## src/inc/cog_pkg.sv

```systemverilog
// Purpose: shared constants and types for the clock output gating block
// Assumes: one 250 MHz clock; byte-wide register port from the serial engine
// Notes:   times are kept in ns and turned into cycle counts here
package cog_pkg;

  // clock rate
  localparam int unsigned CLK_PERIOD_NS   = 4;

  // documented times, in ns, as printed
  localparam int unsigned LOCK_TIME_NS    = 1800000; // 1.8 ms
  localparam int unsigned XTAL_UP_TIME_NS = 2000000; // 2 ms
  localparam int unsigned DIFF_UP_TIME_NS = 8000000; // 8 ms

  // longest times round down to whole cycles
  localparam int unsigned LOCK_CYCLES    = LOCK_TIME_NS / CLK_PERIOD_NS;
  localparam int unsigned XTAL_UP_CYCLES = XTAL_UP_TIME_NS / CLK_PERIOD_NS;
  localparam int unsigned DIFF_UP_CYCLES = DIFF_UP_TIME_NS / CLK_PERIOD_NS;
  localparam int unsigned CNT_W          = 22;

  // register offsets
  localparam logic [7:0] PAIR_ENABLE_OFFSET  = 8'h04;
  localparam logic [7:0] SLEW_MID_OFFSET     = 8'h06;
  localparam logic [7:0] SLEW_CONTROL_OFFSET = 8'h0d;
  localparam logic [7:0] IDENTITY_OFFSET     = 8'h0e;

  // field positions
  localparam int unsigned PAIR_TWO_EN_BIT    = 2;
  localparam int unsigned PAIR_THREE_EN_BIT  = 3;
  localparam int unsigned REF_SLEW_HIGH_BIT  = 7;
  localparam int unsigned REF_SLEW_LOW_BIT   = 6;
  localparam int unsigned VID_SLEW_HIGH_BIT  = 5;
  localparam int unsigned VID_SLEW_LOW_BIT   = 4;
  localparam int unsigned PROG_SLEW_HIGH_BIT = 3;
  localparam int unsigned PROG_SLEW_LOW_BIT  = 2;
  localparam int unsigned LOW_EMISSION_BIT   = 0;
  localparam int unsigned REF_SLEW_MID_BIT   = 5;
  localparam int unsigned VID_SLEW_MID_BIT   = 3;
  localparam int unsigned PROG_SLEW_MID_BIT  = 1;

  // reset values and write masks
  localparam logic [7:0] PAIR_ENABLE_RESET  = 8'h0c;
  localparam logic [7:0] SLEW_MID_RESET     = 8'h00;
  localparam logic [7:0] SLEW_CONTROL_RESET = 8'hfc;
  localparam logic [2:0] IDENTITY_HIGH      = 3'h5;   // reserved bits 7:5
  localparam logic [7:0] PAIR_ENABLE_MASK   = 8'h0c;
  localparam logic [7:0] SLEW_MID_MASK      = 8'h2a;
  localparam logic [7:0] SLEW_CONTROL_MASK  = 8'hfd;

  // slew codes
  localparam logic [2:0] SLEW_NORMAL_CODE = 3'h5;
  localparam logic [2:0] SLEW_WEAK_CODE   = 3'h7;

  // arbitrary neutral value, not a real programming code
  localparam logic [4:0] FACTORY_PROGRAM_ID_DEFAULT = 5'h15;

  // output counts
  localparam int unsigned DIFF_COUNT  = 4;
  localparam int unsigned SE_COUNT    = 3;
  localparam int unsigned STOP_FIRST  = 2; // pairs two and three stoppable

  typedef enum logic [2:0] {
    ST_STARTUP = 3'b000,
    ST_WAIT    = 3'b001,
    ST_LOCK    = 3'b010,
    ST_RUN     = 3'b011,
    ST_DOWN    = 3'b100
  } cog_state_t;

  // asynchronous control pins
  typedef struct packed {
    logic supplyGoodPowerDownN; // supply_good_strobe then power_down_n
    logic pairStopN;
    logic seHizStrap;
    logic diffReference;        // 1 = differential input reference
  } cog_pins_t;

  // effective three-bit slew codes
  typedef struct packed {
    logic [2:0] refclk;
    logic [2:0] video;
    logic [2:0] prog;
  } cog_slew_t;

endpackage : cog_pkg

```

## src/hdl/cog_clock_control.sv

```systemverilog
// Purpose: power-up, power-down and stop gating of the clock outputs
// Assumes: raw clock phases come from the synthesizer on this clock
// Notes:   registers reached through a byte port of the serial engine
//
// What this block does
// - three-bit slew per single-ended output; bits 2,0 in byte 13 reset one.
// - slew code 000 strongest, 111 weakest; normal default is 101.
// - byte 13 bit 0 low-emission; 1 loads codes 111, 0 loads 101.
// - byte 14 bits 4:0 read back the factory programming identity.
// - pin is supply-good until first sampled high, then power-down low.
// - power-down input synchronised; clocks held low before oscillators stop.
// - after power-down sampled low, differential outputs stop low/low within two edges.
// - after two low samples, single-ended outputs held low from next fall.
// - ready to sample the pin within 2 ms crystal, 8 ms differential.
// - within 1.8 ms of rising pin, lock, then enable outputs glitch-free.
// - pair-stop gates only pairs two and three; everything else runs.
// - stopped pairs park true leg high, complement leg low.
// - stopped pairs resume without short or stretched pulses.
// - stopped pairs active again within two of their own cycles.
// - power-down: differential legs low; single-ended low, or high-z if strapped.
// - each stoppable pair has a register enable, reset enabled.
`timescale 1ns/1ps
module cog_clock_control #(
  parameter int unsigned LOCK_WAIT    = cog_pkg::LOCK_CYCLES,
  parameter int unsigned XTAL_STARTUP = cog_pkg::XTAL_UP_CYCLES,
  parameter int unsigned DIFF_STARTUP = cog_pkg::DIFF_UP_CYCLES
) (
  input  wire logic                          clock,
  input  wire logic                          rstn,
  input  wire cog_pkg::cog_pins_t            pins,
  input  wire logic [cog_pkg::DIFF_COUNT-1:0] diffPhase,
  input  wire logic [cog_pkg::SE_COUNT-1:0]   sePhase,
  input  wire logic [7:0]                    regAddr,
  input  wire logic [7:0]                    regWrData,
  input  wire logic                          regWrEn,
  output logic [7:0]                         regRdData,
  output logic [cog_pkg::DIFF_COUNT-1:0]     diffTrue,
  output logic [cog_pkg::DIFF_COUNT-1:0]     diffComp,
  output logic [cog_pkg::SE_COUNT-1:0]       seOut,
  output logic [cog_pkg::SE_COUNT-1:0]       seOutEn,
  output logic                               oscEnable,
  output logic                               pllEnable,
  output logic                               pinReady,
  output cog_pkg::cog_slew_t                 slew
);
  import cog_pkg::*;

  localparam int unsigned PIN_COUNT = 4;

  cog_state_t              state;
  logic [PIN_COUNT-1:0]    pinsSync;
  logic                    pinLevel;
  logic                    pairStopN;
  logic                    strapSync;
  logic                    diffRefSync;
  logic [CNT_W-1:0]        waitCount;
  logic [1:0]              lowSamples;
  logic                    diffGateOff;
  logic                    seGateOff;
  logic [DIFF_COUNT-1:0]   diffHeld;
  logic [DIFF_COUNT-1:0]   diffParked;
  logic [SE_COUNT-1:0]     seHeld;
  logic [7:0]              pairEnable;
  logic [7:0]              slewMid;
  logic [7:0]              slewControl;

  ////////////////////////////////////////////////////////////////////////
  // pin synchronisers

  // every control pin is asynchronous to the reference clock
  generate
    for (genvar i = 0; i < PIN_COUNT; i++) begin : gSync
      cog_sync2 uSync (
        .clock   (clock),
        .rstn    (rstn),
        .asyncIn (pins[i]),
        .syncOut (pinsSync[i])
      );
    end
  endgenerate

  assign pinLevel    = pinsSync[3];
  assign pairStopN   = pinsSync[2];
  assign strapSync   = pinsSync[1];
  assign diffRefSync = pinsSync[0];

  ////////////////////////////////////////////////////////////////////////
  // power sequencing

  // startup waits the longer allowance when a differential reference is
  // used; the pin is ignored until then so a slow supply cannot glitch it
  always_ff @(posedge clock) begin
    if (!rstn) begin
      state     <= ST_STARTUP;
      waitCount <= '0;
    end else begin
      unique case (state)
        ST_STARTUP: begin
          if ((!diffRefSync && waitCount >= CNT_W'(XTAL_STARTUP - 1)) ||
              (diffRefSync && waitCount >= CNT_W'(DIFF_STARTUP - 1))) begin
            state     <= ST_WAIT;
            waitCount <= '0;
          end else begin
            waitCount <= waitCount + 1'b1;
          end
        end
        ST_WAIT: begin
          if (pinLevel) begin
            state     <= ST_LOCK;
            waitCount <= '0;
          end
        end
        ST_LOCK: begin
          if (!pinLevel) begin
            state     <= ST_DOWN;
          end else if (waitCount >= CNT_W'(LOCK_WAIT - 1)) begin
            state     <= ST_RUN;
            waitCount <= '0;
          end else begin
            waitCount <= waitCount + 1'b1;
          end
        end
        ST_RUN: begin
          if (!pinLevel) begin
            state <= ST_DOWN;
          end
        end
        ST_DOWN: begin
          if (pinLevel) begin
            state     <= ST_LOCK;
            waitCount <= '0;
          end
        end
      endcase
    end
  end

  // count consecutive low samples for the single-ended stop
  always_ff @(posedge clock) begin
    if (!rstn) begin
      lowSamples <= 2'h0;
    end else if (pinLevel) begin
      lowSamples <= 2'h0;
    end else if (lowSamples != 2'h2) begin
      lowSamples <= lowSamples + 2'h1;
    end
  end

  // gates: differential after one low sample, single-ended after two
  always_ff @(posedge clock) begin
    if (!rstn) begin
      diffGateOff <= 1'b1;
      seGateOff   <= 1'b1;
    end else begin
      diffGateOff <= (state != ST_RUN) || !pinLevel;
      seGateOff   <= (state != ST_RUN) || (lowSamples == 2'h2);
    end
  end

  // oscillators go off only once every output is already held low
  always_ff @(posedge clock) begin
    if (!rstn) begin
      oscEnable <= 1'b0;
      pllEnable <= 1'b0;
      pinReady  <= 1'b0;
    end else begin
      oscEnable <= (state == ST_LOCK) || (state == ST_RUN) ||
                   ((state == ST_DOWN) &&
                   !(&diffHeld && &seHeld));
      pllEnable <= (state == ST_LOCK) || (state == ST_RUN) ||
                   ((state == ST_DOWN) && !(&diffHeld && &seHeld));
      pinReady  <= (state != ST_STARTUP);
    end
  end

  ////////////////////////////////////////////////////////////////////////
  // differential output gating

  // a hold engages or releases only when the phase already matches the
  // held level, so no pulse is ever cut short or stretched
  generate
    for (genvar d = 0; d < DIFF_COUNT; d++) begin : gDiff
      logic stopWanted;
      logic parkWanted;
      if (d >= STOP_FIRST) begin : gStoppable
        assign stopWanted = diffGateOff || !pairEnable[d];
        assign parkWanted = !pairStopN;
      end else begin : gFree
        assign stopWanted = diffGateOff;
        assign parkWanted = 1'b0;
      end

      // low/low hold, entered on a low phase
      always_ff @(posedge clock) begin
        if (!rstn) begin
          diffHeld[d] <= 1'b1;
        end else if (stopWanted && !diffPhase[d]) begin
          diffHeld[d] <= 1'b1;
        end else if (!stopWanted && !diffPhase[d]) begin
          diffHeld[d] <= 1'b0;
        end
      end

      // high/low park, entered and left on a high phase
      always_ff @(posedge clock) begin
        if (!rstn) begin
          diffParked[d] <= 1'b0;
        end else if (diffPhase[d]) begin
          diffParked[d] <= parkWanted;
        end
      end

      // legs; power-down and register disable win over the park
      always_ff @(posedge clock) begin
        if (!rstn) begin
          diffTrue[d] <= 1'b0;
          diffComp[d] <= 1'b0;
        end else if (diffHeld[d] || (stopWanted && !diffPhase[d])) begin
          diffTrue[d] <= 1'b0;
          diffComp[d] <= 1'b0;
        end else if (diffParked[d] || (parkWanted && diffPhase[d])) begin
          diffTrue[d] <= 1'b1;
          diffComp[d] <= 1'b0;
        end else begin
          diffTrue[d] <= diffPhase[d];
          diffComp[d] <= !diffPhase[d];
        end
      end
    end
  endgenerate

  ////////////////////////////////////////////////////////////////////////
  // single-ended output gating

  generate
    for (genvar s = 0; s < SE_COUNT; s++) begin : gSe
      // held from the next falling transition, released on a low phase
      always_ff @(posedge clock) begin
        if (!rstn) begin
          seHeld[s] <= 1'b1;
        end else if (!sePhase[s]) begin
          seHeld[s] <= seGateOff;
        end
      end

      // strapped parts float their single-ended pins while down
      always_ff @(posedge clock) begin
        if (!rstn) begin
          seOut[s]   <= 1'b0;
          seOutEn[s] <= 1'b1;
        end else begin
          seOut[s]   <= !seHeld[s] && !(seGateOff && !sePhase[s]) &&
                        sePhase[s];
          seOutEn[s] <= !(strapSync && (state != ST_RUN));
        end
      end
    end
  endgenerate

  ////////////////////////////////////////////////////////////////////////
  // registers

  // pair enables, reset enabled
  always_ff @(posedge clock) begin
    if (!rstn) begin
      pairEnable <= PAIR_ENABLE_RESET;
    end else if (regWrEn && regAddr == PAIR_ENABLE_OFFSET) begin
      pairEnable <= regWrData & PAIR_ENABLE_MASK;
    end
  end

  // changing the low-emission bit reloads every slew code, which is why
  // the middle bits live with the outer ones in this process pair
  always_ff @(posedge clock) begin
    if (!rstn) begin
      slewControl <= SLEW_CONTROL_RESET;
    end else if (regWrEn && regAddr == SLEW_CONTROL_OFFSET) begin
      if (regWrData[LOW_EMISSION_BIT] != slewControl[LOW_EMISSION_BIT]) begin
        slewControl <= regWrData[LOW_EMISSION_BIT] ?
                       SLEW_CONTROL_MASK : SLEW_CONTROL_RESET;
      end else begin
        slewControl <= regWrData & SLEW_CONTROL_MASK;
      end
    end
  end

  // middle slew bits; normal default leaves them clear
  always_ff @(posedge clock) begin
    if (!rstn) begin
      slewMid <= SLEW_MID_RESET;
    end else if (regWrEn && regAddr == SLEW_CONTROL_OFFSET &&
                 regWrData[LOW_EMISSION_BIT] !=
                 slewControl[LOW_EMISSION_BIT]) begin
      slewMid <= regWrData[LOW_EMISSION_BIT] ?
                 SLEW_MID_MASK : SLEW_MID_RESET;
    end else if (regWrEn && regAddr == SLEW_MID_OFFSET) begin
      slewMid <= regWrData & SLEW_MID_MASK;
    end
  end

  // effective codes, 000 strongest to 111 weakest
  always_ff @(posedge clock) begin
    if (!rstn) begin
      slew <= {SLEW_NORMAL_CODE, SLEW_NORMAL_CODE, SLEW_NORMAL_CODE};
    end else begin
      slew.refclk <= {slewControl[REF_SLEW_HIGH_BIT],
                      slewMid[REF_SLEW_MID_BIT],
                      slewControl[REF_SLEW_LOW_BIT]};
      slew.video  <= {slewControl[VID_SLEW_HIGH_BIT],
                      slewMid[VID_SLEW_MID_BIT],
                      slewControl[VID_SLEW_LOW_BIT]};
      slew.prog   <= {slewControl[PROG_SLEW_HIGH_BIT],
                      slewMid[PROG_SLEW_MID_BIT],
                      slewControl[PROG_SLEW_LOW_BIT]};
    end
  end

  // read port; unmapped bytes read zero
  always_ff @(posedge clock) begin
    if (!rstn) begin
      regRdData <= 8'h00;
    end else begin
      unique case (regAddr)
        PAIR_ENABLE_OFFSET:  regRdData <= pairEnable;
        SLEW_MID_OFFSET:     regRdData <= slewMid;
        SLEW_CONTROL_OFFSET: regRdData <= slewControl;
        IDENTITY_OFFSET:     regRdData <= {IDENTITY_HIGH,
                                FACTORY_PROGRAM_ID_DEFAULT};
        default:             regRdData <= 8'h00;
      endcase
    end
  end

endmodule : cog_clock_control

```

## src/hdl/cog_sync2.sv

```systemverilog
// Purpose: two-flop synchroniser for the asynchronous control pins
// Assumes: inputs are levels, slow against the clock
// Notes:   first stage feeds only the second stage
`timescale 1ns/1ps
module cog_sync2 (
  input  wire logic clock,
  input  wire logic rstn,
  input  wire logic asyncIn,
  output logic      syncOut
);
  logic firstStage;

  // the reset value is high so pins read as idle until really sampled
  always_ff @(posedge clock) begin
    if (!rstn) begin
      firstStage <= 1'b1;
      syncOut    <= 1'b1;
    end else begin
      firstStage <= asyncIn;
      syncOut    <= firstStage;
    end
  end
endmodule : cog_sync2

```

## config.mk

```make
export PLATFORM = sky130hd
export DESIGN_NAME = cog_clock_control
export DESIGN_NICKNAME = d
export VERILOG_FILES = /design/src/inc/cog_pkg.sv /design/src/hdl/cog_clock_control.sv /design/src/hdl/cog_sync2.sv
export SDC_FILE = /design/constraint.sdc
export NUM_CORES = 1
export LEC_CHECK = 0
export BUFFER_PORTS_ARGS = -buffer_cell sky130_fd_sc_hd__buf_2
export CAP_MARGIN = 15
export CORE_MARGIN = 1.5
export CORE_UTILIZATION = 30
export CTS_CLUSTER_SIZE = 14
export DETAILED_ROUTE_END_ITERATION = 6
export GPL_TIMING_DRIVEN = 1
export PLACE_DENSITY = 0.49
export SYNTH_ARGS = -nofsm -noshare
export SYNTH_HDL_FRONTEND = slang
export SYNTH_SLANG_ARGS = --single-unit
```

## constraint.sdc

```tcl
create_clock -name clock -period 4.7 [get_ports clock]
set_clock_uncertainty 0.15 [all_clocks]
set_input_delay 0.235 -clock clock [delete_from_list [all_inputs] [get_ports clock]]
set_output_delay 0.235 -clock clock [all_outputs]
set_load 0.01 [all_outputs]
```

==> flow_results.org <==
** CTS
- The number of clock buffers added by TritonCTS is 9.
- CTS built an H-tree with a depth of 3.
- Post_cts resized :: 0
- Clock tree synthesis selected as its root buffer the cell clkbuf_16.
- Buffers inserted during post-CTS setup optimization :: 0
- Buffer depth of the longest clock path :: 2
- The later pin in the worst-skew pair is clocked with a latency of 0.34 ns.
- TritonCTS built the clock tree.
- Register clock-pin slew on the reported worst setup and hold paths :: 0.06 ns
- Clock sinks :: 89

** Layout
- Fraction of layout instances using a drive strength above 1 :: 19.25%
- The repair_antennas step left the layout with diodes totalling 0.
- In the final layout, the multi-input gates occupy 1734 um2.
- Area taken by flip-flops and latches :: 1782 um2
- Layout area overhead :: 21.58%
- The final layout contains 511 nets.
- After routing the design area is 4456 um2.
- Counting the fill cells in the layout gives 1213.
- Core occupancy in the finished layout :: 37.25%

** STA
- Number of max-slew violations in the final report :: 0
- After layout, the worst path uses 56.82% of the clock period.
- Slew headroom :: 36.19%
- The number of endpoints with negative hold slack in the final report was 0.
- Subtracting the final worst setup slack from the clock period gives 2.671 ns.
- Unrepaired setup endpoints after global routing :: no
- Worst path setup slack after routing :: 2.030 ns
- Total of endpoints with negative setup slack in the final report :: 0
- For the pin with the worst max-slew slack, the measured transition is 0.9549 ns.
- Highest clock frequency the design can meet :: 0.3745 GHz
- In the final timing run, aggregate negative setup slack is 0 ns.

** Synthesis
- Post-synthesis simple-gate area fraction :: 27.24%
- Most frequently used cell type in the post-synthesis netlist :: dfxtp_1
- After synthesis, flip-flops and latches occupy 48.62% of the total area.
- Count of flip-flops with a built-in enable after synthesis :: 0
- Adder-cell share of the synthesized area :: 0.9560%
- Avg Synthesized Cell Area :: 8.788 um2
- Library cell with the largest summed area after synthesis :: dfxtp_1
- The most used flip-flop cell after synthesis is dfxtp_1.
- Summing the areas of all xor and xnor instances in the mapped netlist gives 0.9560% of the synthesized area.
- Counting every net in the synthesized netlist gives 449.
- Largest family of logic cells by synthesized area :: simple AND/OR/NAND/NOR gates
- By area the synthesized netlist is led by dfxtp_1 49%, a21oi_1 4.0%, nor2_1 3.8%.
- The Yosys step of the flow raised 0 warnings.
- Top cell types by occurrence after synthesis :: 89 x dfxtp_1, 37 x nor2_1, 36 x nand2_1, 29 x a21oi_1, 26 x o21ai_0
- After synthesis, the share of cell area in mux cells is 1.912%.
- Async SR Flop Fraction :: 0%
- In the synthesized netlist, the number of instances is 417.
- Top-area cell type share of the netlist area :: 48.62%
- Count of state elements after synthesis :: 89
- Cell variety after synth :: 55
- Synthesized cell area :: 3665 um2
- Complex-gate fraction of the synthesized area :: 15.60%

** Global route
- Entering global routing, the biggest net connects 52 pins.
- The total overflow left after global routing is 0.
- GRT Util Overall :: 13.47%
- The first global-routing pass estimated 13710 um of wire.
- The initial antenna violation count came to 0.
- Vias in the first global route :: 2854

** Critical path
- The worst setup path is launched from a register.
- Maximum fanout count along the critical path :: 22
- Required time at the worst-slack endpoint :: 4.78 ns
- Arrival time worst endpoint :: 2.75 ns
- The critical path is of the reg -> reg type.
- Worst setup EP type :: register

** Routing
- In the routed design, unresolved DRC markers number 0.
- The detail route stage leaves a number of antenna-violating nets equal to 0.
- Pre-Repair DR Iteration Count :: 4
- WL per Instance :: 13.10 um
- In the routed layout, each cell is associated on average with a via count of 5.046.
- After detailed routing, the total wire length is 8255 um.
- Detailed routing inserted a total of 3179 vias.
- The detailed router finished its first iteration with 227 violations.

** Power
- For this design the ratio of total power to cell area is 341.3 nW/um2.
- Maximum vdd ir drop :: 0.0001356 V
- Relative contribution of combinational cells to total power :: 6.2%
- Sequential share of power :: 51.2%
- The clock network accounts for 42.7% of the total power.
- The internal power of the cells totals 1.176 mW.
- Fraction of power spent switching nets :: 22.67%
- Summed over all cells, the static leakage comes to 1.679 nW.
- Switching power total :: 0.3448 mW

** Placed design
- At the end of routability-driven placement, the weighted congestion stood at 0.7786.
- Placed cell areas :: 4071 um2
- Setup slack after placement :: 1.981 ns
- Buffers placed on the I/O ports in this run total 63.
- The HPWL after detailed placement is 5615 um.

** Floorplanning
- Starting Density :: 30.64%
- Core region area :: 11960 um2
- The die covers 12890 um2.
- Width of the die :: 113.5 um
- 64 I/O pins were placed.
- After floorplanning, the core was divided into 40 placement rows.
- Height of the chip :: 113.5 um

** Hold path
- The worst hold path belongs to the class in -> reg.

** Run status
- Result of the run :: completed

** Job
- Number of maximum-capacitance constraint violations :: 0
## routing by layer
layer / GRT usage (%) / wire [um] / vias up
met4: 7.417 / 188 / 0
li1: - / - / 1632
met5: 0 / 0 / -
met1: 18.28 / 4112 / 1471
met2: 20.00 / 3637 / 63
met3: 2.816 / 316 / 13
## worst paths after layout
path | startpoint | to | slack [ns] | depth (start not counted)
min reg2reg | gSync[1].uSync.syncOut$_SDFF_PN1_ | seOutEn[2]$_SDFF_PN1_ | 0.24 | 1
max | waitCount[0]$_SDFFE_PN0P_ | waitCount[20]$_SDFFE_PN0P_ | 2.03 | 6
max reg2reg | waitCount[0]$_SDFFE_PN0P_ | waitCount[20]$_SDFFE_PN0P_ | 2.03 | 6
min | regWrData[6] | slewControl[6]$_SDFFE_PN1P_ | 0.02 | 3
## through the flow
step	power [mW]	hold WS (ns)	instances
final	1.521	0.01744	630
after global routing	1.591	0.04496	630
after CTS	1.548	0.008954	630
after detailed placement	0.8815	0.2233	603
after global placement	0.8802	0.2265	603
after floorplan	0.8457	0.1618	417
## critical path: stages (launching register included)
cell and delay (ns):
dfxtp_1 0.38, ha_1 0.20, nand4_1 0.27, a21boi_0 0.24
o21ai_0 0.20, o311ai_4 0.86, o21ba_2 0.26
## logic make-up after synthesis
logic type                 after synthesis
xor gates and xnor gates                 4
muxes                                    7
DFF                                     89
AOI/OAI and AO/OA                       92
and+or+nand+nor                        185
adders and majority gates                3
buffers and inverters                   37
## timing repair
item	4_1_cts	5_1_grt
hold buffers	12	0
hold endpoints to repair	19	0
endpoints found under the setup margin	0	0
## final cells by class
| class | instances | area share (%) |
|---|---|---|
| Tap cell | 147 | 4.128 |
| Inverter | 11 | 0.9267 |
| Multi-Input combinational cell | 291 | 38.92 |
| Clock buffer | 12 | 5.532 |
| Sequential cell | 89 | 39.99 |
| Timing Repair Buffer | 77 | 10.11 |
| Clock inverter | 3 | 0.3931 |
## layout by cell type (no fill, tap or decap), types with 3 or more instances in the layout
cell type,n
a31oi_1,4
or3_2,4
dlygate4sd3_1,12
o21ai_0,26
nand2_1,36
dfxtp_1,89
clkbuf_16,9
nand2b_1,19
a41oi_1,4
o31ai_1,11
nor2_1,37
buf_2,63
nand3_1,14
nor4_1,7
o211ai_1,3
mux2i_1,7
or4_1,10
xor2_1,3
nor3_1,15
and2_1,5
a21oi_1,29
nand4_1,6
nor2b_1,4
or3_1,9
inv_1,11
## sequential cells by signal, indices dropped and copies added, names as in the netlist, 3 cells and up
name	cells
waitCount	22
slew	9
regRdData	8
slewControl	7
diffComp	4
diffHeld	4
diffTrue	4
gSync.uSync.firstStage	4
gSync.uSync.syncOut	4
seHeld	3
seOut	3
slewMid	3
state	3
## power by group through the flow
stage / Sequential, mW / Combinational [mW] / Clock (mW)
after CTS: 0.777 / 0.0951 / 0.676
final: 0.778 / 0.0937 / 0.649
after global routing: 0.779 / 0.105 / 0.707
after floorplan: 0.791 / 0.0546 / 0
after detailed placement: 0.794 / 0.0871 / 0
after global placement: 0.794 / 0.0859 / 0
Power figures use the tool's default switching activity.
